==> src/hdl/cp_ctrl_defines.svh <==
// Timing counts and thresholds for the charge pump control block.
`ifndef CP_CTRL_DEFINES_SVH
`define CP_CTRL_DEFINES_SVH
`define CLK_PERIOD_NS 4
`define SOFT_START_TIMEOUT_MS 100
`define SOFT_START_TIMEOUT_CYC ((`SOFT_START_TIMEOUT_MS * 1000000) / `CLK_PERIOD_NS)
`define COOLDOWN_SW_CYC 1024
`define WATCHDOG_CYC 64
`define SYNC_SEEN_EDGES 4
`define OSC_HALF_DIV 8
`define UV_PCT 80
`endif

==> src/hdl/cp_ctrl_pkg.sv <==
// Types shared by the charge pump control block.
package cp_ctrl_pkg;
    typedef enum logic [2:0] {
        ST_OFF, ST_WAIT_FAULT, ST_SOFT_START, ST_FULL_POWER, ST_COOLDOWN, ST_LATCHED
    } cp_state_t;

    typedef struct packed {
        logic over_temp;
        logic input_undervoltage_lockout;
        logic over_current;
        logic short_circuit;
    } fault_in_t;

    typedef struct packed {
        logic phase_a;
        logic phase_b;
        logic stage_on;
        logic soft_start;
    } stage_ctl_t;
endpackage : cp_ctrl_pkg

==> src/hdl/cp_ctrl.sv <==
// Clock selection, watchdog and protection state machine for the charge pump.
`timescale 1ns/100ps
`include "cp_ctrl_defines.svh"

// Overview of operation
// Strap low: internal oscillator, driven out
// Strap open: sync pin input, external clock
// Phase toggles at half selected clock
// Watchdog falls back on missing external clock
// Return to external clock when seen
// Host avoids external clock for single module
// Over-temperature: power-good low, auto restart
// Input undervoltage: hold off until clear, enabled
// Host keeps output unloaded during restart
// Overcurrent: cool down, retry repeatedly
// Short circuit latches off until enable toggles
// Soft-start timeout latches off until toggle
// External power-good pull-down forces soft-start
// Short pull-down returns to full power
// Long pull-down completes full soft-start
// Output undervoltage: off, cool down, soft-start
// Soft-start timeout nominally 100 ms
// Output undervoltage below 80 percent target
// Straps sampled once before stage enabled
// Cool-down counted in switching clock cycles
module cp_ctrl
    import cp_ctrl_pkg::*;
#(
    parameter int unsigned SS_TIMEOUT_CYC = `SOFT_START_TIMEOUT_CYC,
    parameter int unsigned COOLDOWN_CYC = `COOLDOWN_SW_CYC,
    parameter int unsigned WDOG_CYC = `WATCHDOG_CYC,
    parameter int unsigned LEVEL_W = 12
) (
    input wire logic clk,
    input wire logic reset_n,
    input wire logic enable,
    input wire logic clock_source_strap,
    input wire logic sync_in,
    output logic sync_out,
    output logic sync_oe_n,
    input wire fault_in_t faults,
    input wire logic [LEVEL_W-1:0] vin_level,
    input wire logic [LEVEL_W-1:0] vout_level,
    input wire logic power_good_line_in,
    output logic power_good_line_out,
    output logic power_good_line_oe_n,
    output stage_ctl_t stage,
    output logic ext_clock_active,
    output cp_state_t state
);
    localparam int CW = $clog2(SS_TIMEOUT_CYC + 1);

    // A flag stays at zero-target so a dead input never counts as reached.
    function automatic logic reached(input logic [LEVEL_W-1:0] vo, input logic [LEVEL_W-1:0] vi);
        reached = ({2'h0, vo} >= {2'h0, vi} >> 2) && (vi != '0);
    endfunction : reached

    function automatic logic under_pct(input logic [LEVEL_W-1:0] vo, input logic [LEVEL_W-1:0] vi);
        // Worked at 32 bits, since the products overflow any width near the level width.
        under_pct = (32'(vo) * 32'd4 * 32'd100) < (32'(vi) * 32'(`UV_PCT));
    endfunction : under_pct

    // Strap capture, oscillator, sync watchdog.
    logic strap_ext_q, strap_ext_d, strap_done_q, strap_done_d;
    logic [3:0] osc_cnt_q, osc_cnt_d;
    logic osc_q, osc_d;
    logic sync_s1_q, sync_s2_q, sync_s3_q;
    logic [$clog2(WDOG_CYC+1)-1:0] wd_q, wd_d;
    logic [2:0] seen_q, seen_d;
    logic ext_q, ext_d;
    logic sel_q, sel_d, sel_prev_q;
    logic sw_tick;
    logic sync_edge;

    always_comb begin
        strap_ext_d = strap_ext_q;
        strap_done_d = strap_done_q;
        // Sample once before enabling.
        if (!strap_done_q && enable) begin
            strap_ext_d = clock_source_strap;
            strap_done_d = 1'b1;
        end
        osc_cnt_d = osc_cnt_q + 4'h1;
        osc_d = osc_q;
        if (osc_cnt_q == 4'(`OSC_HALF_DIV - 1)) begin
            osc_cnt_d = 4'h0;
            osc_d = ~osc_q;
        end
        sync_edge = sync_s2_q & ~sync_s3_q;
        wd_d = wd_q;
        seen_d = seen_q;
        ext_d = ext_q;
        // Missing clock watchdog.
        if (sync_edge) begin
            wd_d = '0;
        end else if (wd_q != ($bits(wd_q))'(WDOG_CYC)) begin
            wd_d = wd_q + 1'b1;
        end else begin
            ext_d = 1'b0;
            seen_d = '0;
        end
        // Resume external after enough edges.
        if (sync_edge && !ext_q) begin
            if (seen_q == 3'(`SYNC_SEEN_EDGES - 1)) begin
                ext_d = 1'b1;
            end else begin
                seen_d = seen_q + 3'h1;
            end
        end
        if (!strap_ext_q) begin
            ext_d = 1'b0;
        end
        // External clock only in open-strap mode.
        sel_d = (strap_ext_q && ext_q) ? sync_s2_q : osc_q;
        sw_tick = sel_q & ~sel_prev_q;
    end

    always_ff @(posedge clk or negedge reset_n) begin
        if (!reset_n) begin
            strap_ext_q <= 1'b0;
            strap_done_q <= 1'b0;
            osc_cnt_q <= 4'h0;
            osc_q <= 1'b0;
            sync_s1_q <= 1'b0;
            sync_s2_q <= 1'b0;
            sync_s3_q <= 1'b0;
            wd_q <= '0;
            seen_q <= 3'h0;
            ext_q <= 1'b0;
            sel_q <= 1'b0;
            sel_prev_q <= 1'b0;
        end else begin
            strap_ext_q <= strap_ext_d;
            strap_done_q <= strap_done_d;
            osc_cnt_q <= osc_cnt_d;
            osc_q <= osc_d;
            sync_s1_q <= sync_in;
            sync_s2_q <= sync_s1_q;
            sync_s3_q <= sync_s2_q;
            wd_q <= wd_d;
            seen_q <= seen_d;
            ext_q <= ext_d;
            sel_q <= sel_d;
            sel_prev_q <= sel_q;
        end
    end

    // Protection state machine.
    cp_state_t st_q, st_d;
    logic [CW-1:0] cnt_q, cnt_d;
    logic phase_q, phase_d;
    logic en_prev_q;
    logic rearm;
    logic run;
    logic pg_ext_low;
    logic stage_on_q, stage_on_d;

    always_comb begin
        st_d = st_q;
        cnt_d = cnt_q;
        phase_d = phase_q;
        rearm = enable && !en_prev_q;
        pg_ext_low = !power_good_line_in;
        case (st_q)
            ST_OFF: begin
                if (enable && strap_done_q) begin
                    st_d = ST_WAIT_FAULT;
                end
            end
            // Hold off while undervoltage or overheated.
            ST_WAIT_FAULT: begin
                if (!faults.input_undervoltage_lockout && !faults.over_temp) begin
                    st_d = ST_SOFT_START;
                    cnt_d = '0;
                end
            end
            ST_SOFT_START: begin
                cnt_d = cnt_q + 1'b1;
                // Timeout latches off.
                // A held-low line with the target met is not a timeout, so it is gated here.
                if (cnt_q == CW'(SS_TIMEOUT_CYC - 1) && !reached(vout_level, vin_level)) begin
                    st_d = ST_LATCHED;
                // Exit once line released.
                end else if (reached(vout_level, vin_level) && !pg_ext_low) begin
                    st_d = ST_FULL_POWER;
                end
            end
            ST_FULL_POWER: begin
                // External pull-down restarts soft-start.
                if (pg_ext_low) begin
                    st_d = ST_SOFT_START;
                    cnt_d = '0;
                // Output undervoltage cools down.
                end else if (under_pct(vout_level, vin_level)) begin
                    st_d = ST_COOLDOWN;
                    cnt_d = '0;
                end
            end
            // Cool-down counts switching cycles.
            ST_COOLDOWN: begin
                if (sw_tick) begin
                    cnt_d = cnt_q + 1'b1;
                end
                if (cnt_q == CW'(COOLDOWN_CYC)) begin
                    st_d = ST_WAIT_FAULT;
                end
            end
            ST_LATCHED: begin
                if (rearm) begin
                    st_d = ST_WAIT_FAULT;
                end
            end
            default: st_d = ST_OFF;
        endcase
        // Over-temperature and undervoltage: persistent hold.
        if (st_q inside {ST_SOFT_START, ST_FULL_POWER} &&
            (faults.over_temp || faults.input_undervoltage_lockout)) begin
            st_d = ST_WAIT_FAULT;
        end
        // Overcurrent retries through cool-down.
        if (st_q inside {ST_SOFT_START, ST_FULL_POWER} && faults.over_current) begin
            st_d = ST_COOLDOWN;
            cnt_d = '0;
        end
        // Short circuit outranks all other faults; only enable low overrides it.
        if (st_q != ST_OFF && faults.short_circuit) begin
            st_d = ST_LATCHED;
        end
        if (!enable && st_q != ST_LATCHED) begin
            st_d = ST_OFF;
        end
        run = st_q inside {ST_SOFT_START, ST_FULL_POWER};
        stage_on_d = st_d inside {ST_SOFT_START, ST_FULL_POWER};
        // Phase toggles on each selected clock rise while in soft-start or full power.
        phase_d = (run && sw_tick) ? ~phase_q : phase_q;
    end

    always_ff @(posedge clk or negedge reset_n) begin
        if (!reset_n) begin
            st_q <= ST_OFF;
            cnt_q <= '0;
            phase_q <= 1'b0;
            en_prev_q <= 1'b0;
            stage_on_q <= 1'b0;
        end else begin
            st_q <= st_d;
            cnt_q <= cnt_d;
            phase_q <= phase_d;
            en_prev_q <= enable;
            stage_on_q <= stage_on_d;
        end
    end

    // Internal clock driven out when strapped low.
    assign sync_out = osc_q;
    assign sync_oe_n = strap_ext_q || !strap_done_q;
    // Power-good pulled low while enabled, except when off, at full power or at the soft-start target.
    assign power_good_line_out = 1'b0;
    // Release line at soft-start target.
    // The line is let go once the target is met, so a module still pulling it low keeps us here.
    assign power_good_line_oe_n = !(enable && st_q != ST_FULL_POWER && st_q != ST_OFF &&
        !(st_q == ST_SOFT_START && reached(vout_level, vin_level)));
    assign stage.phase_a = phase_q & stage_on_q;
    assign stage.phase_b = ~phase_q & stage_on_q;
    assign stage.stage_on = stage_on_q;
    assign stage.soft_start = (st_q == ST_SOFT_START);
    assign ext_clock_active = ext_q;
    assign state = st_q;

    // Short circuit latches.
    a_short_latch: assert property (@(posedge clk) disable iff (!reset_n)
        (st_q != ST_OFF && faults.short_circuit) |=> st_q == ST_LATCHED)
        else $error("short circuit did not latch");
    // Latched state holds without toggle.
    a_latch_hold: assert property (@(posedge clk) disable iff (!reset_n)
        (st_q == ST_LATCHED && !rearm) |=> st_q == ST_LATCHED)
        else $error("latched state left without enable toggle");
    // Pull-down forces soft-start.
    a_pg_soft: assert property (@(posedge clk) disable iff (!reset_n)
        (st_q == ST_FULL_POWER && pg_ext_low && enable && !faults.short_circuit &&
         !faults.over_current && !faults.over_temp && !faults.input_undervoltage_lockout)
        |=> st_q == ST_SOFT_START)
        else $error("pull-down did not force soft-start");
    // Overcurrent cools down.
    a_oc_cool: assert property (@(posedge clk) disable iff (!reset_n)
        (run && faults.over_current && enable && !faults.short_circuit)
        |=> st_q == ST_COOLDOWN)
        else $error("overcurrent did not start cool-down");
    // Power-good low while faulted.
    a_pg_fault: assert property (@(posedge clk) disable iff (!reset_n)
        (st_q == ST_WAIT_FAULT && enable) |-> !power_good_line_oe_n)
        else $error("power-good released during fault hold");
    // Watchdog fallback.
    a_wd_fall: assert property (@(posedge clk) disable iff (!reset_n)
        (wd_q == ($bits(wd_q))'(WDOG_CYC) && !sync_edge) |=> !ext_q)
        else $error("watchdog did not fall back");
    // Pin driven in internal mode.
    a_sync_drive: assert property (@(posedge clk) disable iff (!reset_n)
        (strap_done_q && !strap_ext_q) |-> !sync_oe_n)
        else $error("sync pin not driven in internal mode");
    // Strap frozen after capture.
    a_strap_hold: assert property (@(posedge clk) disable iff (!reset_n)
        strap_done_q |=> $stable(strap_ext_q))
        else $error("strap changed after capture");
    // Phase stable without tick.
    a_phase_rate: assert property (@(posedge clk) disable iff (!reset_n)
        !sw_tick |=> $stable(phase_q))
        else $error("phase toggled without switching clock edge");
endmodule : cp_ctrl

==> config.mk <==
export PLATFORM = sky130hd
export DESIGN_NAME = cp_ctrl
export DESIGN_NICKNAME = d
export VERILOG_FILES = /design/src/hdl/cp_ctrl_pkg.sv /design/src/hdl/cp_ctrl.sv
export VERILOG_INCLUDE_DIRS = /design/src /design/src/hdl
export SDC_FILE = /design/constraint.sdc
export NUM_CORES = 1
export LEC_CHECK = 0
export ABC_AREA = 1
export CAP_MARGIN = 20
export CELL_PAD_IN_SITES_DETAIL_PLACEMENT = 1
export CELL_PAD_IN_SITES_GLOBAL_PLACEMENT = 1
export CORE_MARGIN = 10
export CORE_UTILIZATION = 40
export CTS_CLUSTER_DIAMETER = 100
export DETAILED_ROUTE_END_ITERATION = 10
export DONT_BUFFER_PORTS = 1
export HOLD_SLACK_MARGIN = 0.12
export PLACE_DENSITY = 0.79
export RECOVER_POWER = 25
export SKIP_CTS_REPAIR_TIMING = 1
export SYNTH_ARGS = -nofsm -noshare
export SYNTH_HDL_FRONTEND = slang
export SYNTH_SLANG_ARGS = --single-unit
==> constraint.sdc <==
create_clock -name clk -period 2 [get_ports clk]
set_clock_uncertainty 0.05 [all_clocks]
set_input_delay 0.1 -clock clk [delete_from_list [all_inputs] [get_ports clk]]
set_output_delay 0.1 -clock clk [all_outputs]
set_load 0.05 [all_outputs]
; Yosys cells after proc, flatten, opt, wreduce, memory -nomap -nowiden
; Index checks and enable logic that the tools add are counted.
[op_classes]
add_sub_neg = 4
mul = 2
n_eq_ne = 17
bitwise = 8
n_lt_le_gt_ge = 2
reduce_logical = 37
n_mux = 32
[ops]
columns = cell, n
row1 = $mux 25, 5
row2 = $pmux 25 s4, 1
row3 = $mux 3, 16
row4 = $add 25x1->25 const B, 1
row5 = $eq 25x11->1 const B, 1
row6 = $eq 25x25->1 const B, 1
row7 = $lt 21x19->1, 1
row8 = $logic_and 1x1->1, 18
row9 = $pmux 3 s6, 1
row10 = $mul 12x5->17 const B, 1
row11 = $eq 3x2->1 const B, 5
row12 = $mul 12x3->15 const B, 1
row13 = $mux 7, 2
row14 = $ge 12x10->1, 1
row15 = $reduce_bool 12->1, 1
row16 = $logic_not 1->1, 9
row17 = $ne 3x3->1 const B, 3
row18 = $add 7x1->7 const B, 1
row19 = $ne 7x7->1 const B, 1
row20 = $eq 3x3->1 const B, 2
row21 = $mux 1, 6
row22 = $reduce_bool 2->1, 3
row23 = $reduce_bool 5->1, 1
row24 = $add 4x1->4 const B, 1
row25 = 12 further kinds, 19
[totals]
register_bits = 54
wordCells = 119
inputBits = 34

; Logic depth before layout (Yosys ltp)
; Gate-level depths: netlist of run 1.
[depth]
word_depth = 12
mapped_depth = 26
depth_no_buf = 26

; Worst setup path after synthesis of run 1
; OpenSTA, ideal clock, no wires.
[synth_timing]
path_kind = in2reg
startpoint = in vout_level[3]
endpoint = reg cnt_q[5]
setup_ns = 0.123
required_ns = 1.827
n_path_buf = 1
path_slack_ns = -1.838
cell_stages = 22
t_arrival_ns = 3.665
cell_sequence = ha_1 -> ha_1 -> inv_1 -> fa_1 -> inv_1 -> ha_1 -> nand2_1 -> o21ai_2 -> nand2_1 -> a21oi_1 -> nor2_1 -> o21ai_0 -> a31oi_1 -> xor2_1 -> ha_1 -> a21oi_1 -> nand4_2 -> o21bai_2 -> o21ai_4 -> buf_6 -> nand2_2 -> o21ai_2
[synth_between]
elab_chain_cells = 4
[synth_rtl]
columns = item, line
row1 = "start, declared", cp_ctrl.sv:43  ; input wire logic [LEVEL_W-1:0] vout_level,
row2 = $mul 12x5->17, cp_ctrl.sv:60  ; under_pct = (32'(vo) * 32'd4 * 32'd100) < (32'(vi) * 32'(`UV_PCT));
row3 = $lt 21x19->1, cp_ctrl.sv:60
row4 = $ne 4x4->1 (no line), -
row5 = $reduce_and 4->1 (no line), -
row6 = "end signal, assigned", cp_ctrl.sv:247  ; cnt_q <= cnt_d;
row7 = "end, declared", cp_ctrl.sv:150  ; logic [CW-1:0] cnt_q, cnt_d;
; No other way between the ends.
; A chain may end at the register's enable or synchronous reset.

; Worst setup path after layout of run 1
[layout_timing]
startpoint = in vout_level[3]
endpoint = reg cnt_q[12]
; The elaborated chain is that of the path after synthesis.

==> reports/metrics.yaml, run 1 <==
outcome: "complete, but fails checks"
violations: "negative setup slack"
pin_count: 46
fin_crit_ns: 3.58
yosysSeqAreaShare_pct: 23.6
grt_util_met2_pct: 31.1
gr-usage-met1_pct: 20.1
num_antenna_cells: 0
cap_viol_max_count: 0
synth-edff-count: 0
coreArea_um2: 14000
initial_core_util_pct: 41.0
critPathKind: "input pin to flop"
finalHoldViolCount: 0
detail_route.wl_per_cell_um: 16.9
cp_slowest_cell: "fa_1"
grt_usage_pct: 17.1
max_stage_delay_ns: 0.49
max_slew_margin_pct: 7.67
total_power_uw: 6140
antenna_left: 0
first_global_vias: 5972
cts_buffers: 5
cts_buffer_depth: 2
setup_viol_count_final: 29
nets: 976
synth.most_common_cell: "nand2_1"
synth.avg_cell_area_um2: 7.57
antenna_found_initial: 0
drcViolationCount: 0
final.setup.worst_slack_ns: -1.58
synth_top_area_cell: "dfrtp_1"
synth_fp_nets: 892
grt_pass1_wl_mm: 28.8
report.final.slew_viol_count: 0
synth.area.top_cells: "dfrtp_1, ha_1, nand2_1, inv_1, nor2_1"
busiest_layer: "met2"
drt_iter0_markers: 288
path_clk_slew_ns: 0.08
globalRouteOverflowTotal: 0
cts_root_buf: "clkbuf_16"
worstPathMaxFanout: 13
period_share_pct: 179
synth_commonest_cells: "nand2_1, inv_1, ha_1, nor2_1, dfrtp_1"
finalSetupTns_ns: -44.85
crit_chain: "ha_4, ha_4, inv_2, fa_1, inv_2, ha_4, buf_4, buf_4, nand2_1, nor2_2, a21oi_4, xnor2_1, ha_1, inv_1, o31a_1, nand2_1, nand2_2, nand4_4, o21bai_4, o21ai_4, buf_6, buf_12, nand2_2, o21ai_2"
fp.dieH_um: 140
crit_path_frequent_cell: "ha_4"
syn2layout_area_growth_pct: 21.5
worst_setup_path_end_kind: "flop"
avgViaCountPerCell: 5.28
grt_max_degree: 55
clock_latency_ns: 0.31
netlist_area_um2: 5740
num_vias: 5402
synthArstFlopShare_pct: 100
power.density_nw_per_um2: 881
worstPathRequired_ns: 2.19
tritoncts: "done"
die_w_um: 140
drtPass1Iterations: 4
rsz0062_at_grt: "true"
cts_sinks: 54
met3_usage_pct: 3.57
ir_worst_vdd_v: 0.000664
portBuffers: 0
synth_seq_cells: 54
netlist.area_leader.share_pct: 23.6
dp.final_hpwl_mm: 13.5
wirelength_mm: 17.3
cp-start-kind: "input pin"
dieArea_um2: 19500
p_leak_uw: 0.00348
rows: 43
max_freq_mhz: 279
yosysWarnings: 0
h-tree-depth: 2
critPathArrivalTime_ns: 3.77
ys_types: 45
synthFlopType: "dfrtp_1"
drive_gt1_share_pct: 22.5
place_congestion: 0.910
worstMarginPinSlew_ns: 1.38
synth_cells: 758
hp-class: "input pin to flop"
[stage by stage]
step                util, %  setup slack [ns]  instances  hold slack (ns)  cell area [µm²]
CTS                    48.1             -1.68       1007           -0.573             6720
finish                 49.8             -1.58       1023            0.115             6970
global placement       46.9             -1.88        999           -0.243             6570
floorplan                 -             -1.70        758           -0.246             5840
detailed placement     46.9             -1.99        999           -0.243             6570
global route           49.8             -1.78       1023            0.145             6970
[placed cells by master, fill, tap and decap left out, types with 2 or more instances in the layout]
| cell | synthesis | routed |
|---|---|---|
| nand2_1 | 127 | 124 |
| inv_1 | 122 | 120 |
| ha_1 | 92 | 86 |
| nor2_1 | 76 | 73 |
| buf_4 | 2 | 73 |
| dfrtp_1 | 54 | 54 |
| a21oi_1 | 42 | 37 |
| nand3_1 | 35 | 35 |
| nand2_2 | 27 | 30 |
| xor2_1 | 29 | 29 |
| o21ai_2 | 26 | 28 |
| nand4_1 | 18 | 18 |
| o21ai_0 | 18 | 15 |
| nor3_1 | 15 | 13 |
| nor4_1 | 10 | 10 |
| xnor2_1 | 9 | 9 |
| fa_1 | 8 | 7 |
| clkbuf_16 | 0 | 7 |
| inv_2 | 4 | 6 |
| ha_4 | 0 | 6 |
| dlygate4sd3_1 | 0 | 6 |
| nor2_2 | 3 | 5 |
| buf_6 | 5 | 5 |
| a21oi_2 | 0 | 4 |
| or2_2 | 4 | 4 |
| nor3_2 | 1 | 3 |
| buf_12 | 0 | 3 |
| a31oi_1 | 2 | 2 |
| o21bai_1 | 2 | 2 |
| nor2_4 | 1 | 2 |
| o21a_1 | 2 | 2 |
| o21ai_4 | 1 | 2 |
| and3_1 | 2 | 2 |
[flip-flops by register name, indices dropped and copies added (netlist names), 3 cells and up]
signal / count
cnt_q: 25
osc_cnt_q: 4
seen_q: 3
state: 3
wd_q: 7
[cell families after synthesis]
group	share of synthesized area (%)
XOR/XNOR	6.09
AND/OR/NAND/NOR	26.0
other	0.0654
flip-flops	23.6
buffers and inverters	9.90
adder cells (fa/ha/maj)	22.9
AO/OA/AOI/OAI	11.6
[path summary, 6_finish.rpt]
path / cells after the start / to / from / slack [ns]
max: 24 / cnt_q[12]$_DFFE_PN0P_ / vout_level[3] / -1.58
min: 6 / state[2]$_DFF_PN0_ / power_good_line_in / 0.11
max reg2reg: 13 / state[0]$_DFF_PN0_ / cnt_q[1]$_DFFE_PN0P_ / -0.10
min reg2reg: 0 / sync_s2_q$_DFF_PN0_ / sync_s1_q$_DFF_PN0_ / 0.30
max in group asynchronous: 2 / state[1]$_DFF_PN0_ / reset_n / 0.45
min in group asynchronous: 2 / cnt_q[12]$_DFFE_PN0P_ / reset_n / 0.59
[worst max-delay path: cells and delay by family]
kind / cells / cell delay (ns)
AOI/OAI and AO/OA: 5 / 0.71
xor gates and xnor gates: 1 / 0.16
adders and majority gates: 5 / 1.53
buffers and inverters: 7 / 0.63
and+or+nand+nor: 6 / 0.63
[layout make-up]
class                           count  area, µm²
Clock buffer                        5        125
Clock inverter                      3       28.8
Fill cell                        1760       7020
Inverter                          126        473
Multi-Input combinational cell    565       3990
Sequential cell                    54       1350
Tap cell                          180        225
Timing Repair Buffer               90        779
[layer usage]
metal	vias to the layer above	share of wire (%)
met5	-	0
met1	2644	43
met4	0	2.0
met2	97	51
li1	2627	-
met3	34	3.4
[power breakdown]
group | internal [µW] | total, µW | leakage (µW) | switching (µW)
clock network | 482 | 941 | 0.0000763 | 459
registers | 1210 | 1360 | 0.000712 | 143
logic | 1650 | 3840 | 0.00269 | 2190
Note: power is estimated with default switching activity, not from simulation.
==> inputs of run 2 (changes only) <==
--- a/config.mk
+++ b/config.mk
@@ -15,6 +15,7 @@
 export CTS_CLUSTER_DIAMETER = 100
 export DETAILED_ROUTE_END_ITERATION = 10
 export DONT_BUFFER_PORTS = 1
+export GPL_TIMING_DRIVEN = 0
 export HOLD_SLACK_MARGIN = 0.12
 export PLACE_DENSITY = 0.79
 export RECOVER_POWER = 25
==> reports/metrics.yaml, run 2 (synthesized netlist as in run 1, its figures left out) <==
avgViaCountPerCell: 5.33  # +0.86%
cts_buffer_depth: 2  # unchanged
p_leak_uw: 0.00316  # -9.0%
h-tree-depth: 2  # unchanged
portBuffers: 0  # unchanged
finalHoldViolCount: 0  # unchanged
largest-register: "cnt_q"
worstPathRequired_ns: 2.15  # -0.04 ns
setup_viol_count_final: 30  # +3.4%
worstPathMaxFanout: 5  # -8
num_vias: 5134  # -5.0%
p_sw_share_pct: 47.7  # +2.2 points
critPathKind: "input pin to flop"
cp-start-kind: "input pin"
max_freq_mhz: 271  # -2.8%
coreArea_um2: 14000  # unchanged
worstMarginPinSlew_ns: 1.39  # +0.00732 ns
finalSetupTns_ns: -47.87  # -3.02 ns
top_regs: "cnt_q x25, wd_q x7, osc_cnt_q x4"
globalRouteOverflowTotal: 0  # unchanged
num_antenna_cells: 0  # unchanged
antenna_left: 0  # unchanged
dp.final_hpwl_mm: 13.0  # -3.5%
initial_core_util_pct: 41.0  # unchanged
power_frac_seq_pct: 25.2  # +3.1 points
cts_buffers: 5  # unchanged
detail_route.wl_per_cell_um: 17.1  # +1.1%
report.final.slew_viol_count: 0  # unchanged
outcome: "complete, but fails checks"
place_congestion: 0.937  # +2.9%
rows: 43  # unchanged
power.density_nw_per_um2: 895  # +1.7%
clock_latency_ns: 0.30  # about the same
nets: 917  # -6.0%
path_clk_slew_ns: 0.08  # about the same
wirelength_mm: 16.5  # -4.7%
cap_viol_max_count: 0  # unchanged
p_comb_share_pct: 58.6  # -4.0 points
period_share_pct: 184  # +5.2 points
fp.dieH_um: 140  # unchanged
first_global_vias: 5330  # -11%
cts_root_buf: "clkbuf_16"
drive_gt1_share_pct: 15.9  # -6.6 points
rsz0062_at_grt: "true"
drt_iter0_markers: 157  # -45%
drcViolationCount: 0  # unchanged
placed_area_um2: 6070  # -7.6%
die_w_um: 140  # unchanged
largest_register_ffs: 25  # unchanged
syn2layout_area_growth_pct: 13.4
grt_usage_pct: 15.7  # -1.4 points
worst_setup_path_end_kind: "flop"
power.switching_uw: 2780  # -0.59%
fin_crit_ns: 3.69  # +0.104 ns
hp-class: "input pin to flop"
max_slew_margin_pct: 7.19  # -0.49 points
pin_count: 46  # unchanged
clkPwrFrac_pct: 16.1  # +0.8 points
antenna_found_initial: 0  # unchanged
stdcell_area_um2: 6500  # -6.7%
dieArea_um2: 19500  # unchanged
mostFrequentLayoutCell: "nand2_1"
grt_pass1_wl_mm: 26.1  # -9.1%
final.setup.worst_slack_ns: -1.69  # -0.104 ns
final_cell_mix: "nand2_1, inv_1, ha_1"
grt_max_degree: 55  # unchanged
violations: "negative setup slack"
drtPass1Iterations: 4  # unchanged
critPathArrivalTime_ns: 3.83  # +0.06 ns
p_int_uw: 3050  # -8.9%
tritoncts: "done"
cts_sinks: 54  # unchanged
ir_worst_vdd_v: 0.000571  # -14%
==> run 2: changes by cell type in the layout (fill, tap and decap cells not counted), sizes merged <==
cell         before  now
buf              81   17
clkbuf            8   12
dlygate4sd3       6    7
==> run 2: final cells by class <==
cell class / instances / area, µm²
tap: 180 / 225
buffer: 13 / 111
sequential: 54 / 1360
inverter: 126 / 475
timing repair buffer: 18 / 180
multi-input combinational: 565 / 4000
clock buffer: 5 / 125
clock inverter: 3 / 26.3
fill: 1756 / 7480
==> run 2: power groups by stage <==
stage               clock, µW  combinational [µW]  sequential [µW]
finish                    939                3420             1470
global route             1020                3790             1490
CTS                       957                2920             1460
detailed placement          0                2900             1480
global placement            0                2750             1470
floorplan                   0                2260             1430
==> run 2: per-stage QoR <==
step | power (µW) | worst slack, ns | hold WS [ns] | utilization (%) | instances
after global routing | 6300 | -1.92 | 0.176 | 46.5 | 964
final | 5820 | -1.69 | 0.105 | 46.5 | 964
after detailed placement | 4380 | -2.17 | -0.242 | 43.4 | 938
after global placement | 4210 | -2.11 | -0.242 | 43.4 | 938
after CTS | 5340 | -1.87 | -0.568 | 44.5 | 946
after floorplan | 3700 | -1.70 | -0.246 | - | 758
==> run 2: critical path, cell delays in order <==
cell	delay, ns
ha_4	0.22
ha_4	0.26
inv_2	0.03
fa_1	0.49
inv_2	0.05
ha_4	0.29
nand2_2	0.06
o21ai_2	0.15
nand2_1	0.09
a21oi_2	0.14
nor2_2	0.06
o21ai_2	0.15
xor2_1	0.18
ha_1	0.27
a21oi_2	0.14
o31a_1	0.13
nand2_1	0.07
nand2_2	0.08
nand4_4	0.13
o21bai_4	0.19
o21ai_4	0.09
buf_12	0.16
clkbuf_16	0.16
nand2_2	0.06
o21ai_2	0.05
==> run 2: final timing paths <==
kind / start / end / slack [ns] / cells after the start
max in group asynchronous: reset_n / state[1]$_DFF_PN0_ / 0.20 / 2
worst min-delay path: power_good_line_in / state[2]$_DFF_PN0_ / 0.11 / 6
min in group asynchronous: reset_n / cnt_q[3]$_DFFE_PN0P_ / 0.70 / 2
worst min register to register: sync_s1_q$_DFF_PN0_ / sync_s2_q$_DFF_PN0_ / 0.31 / 0
worst max-delay path: vout_level[3] / cnt_q[14]$_DFFE_PN0P_ / -1.69 / 25
worst max register to register: state[1]$_DFF_PN0_ / cnt_q[3]$_DFFE_PN0P_ / -0.47 / 8
==> run 2: routing by layer <==
layer / GRT usage, % / up-vias / routed length, µm
met5: 0 / - / 0
met3: 2.82 / 24 / 611
met1: 18.9 / 2513 / 7200
met2: 28.4 / 80 / 8400
li1: - / 2517 / -
met4: 3.10 / 0 / 257
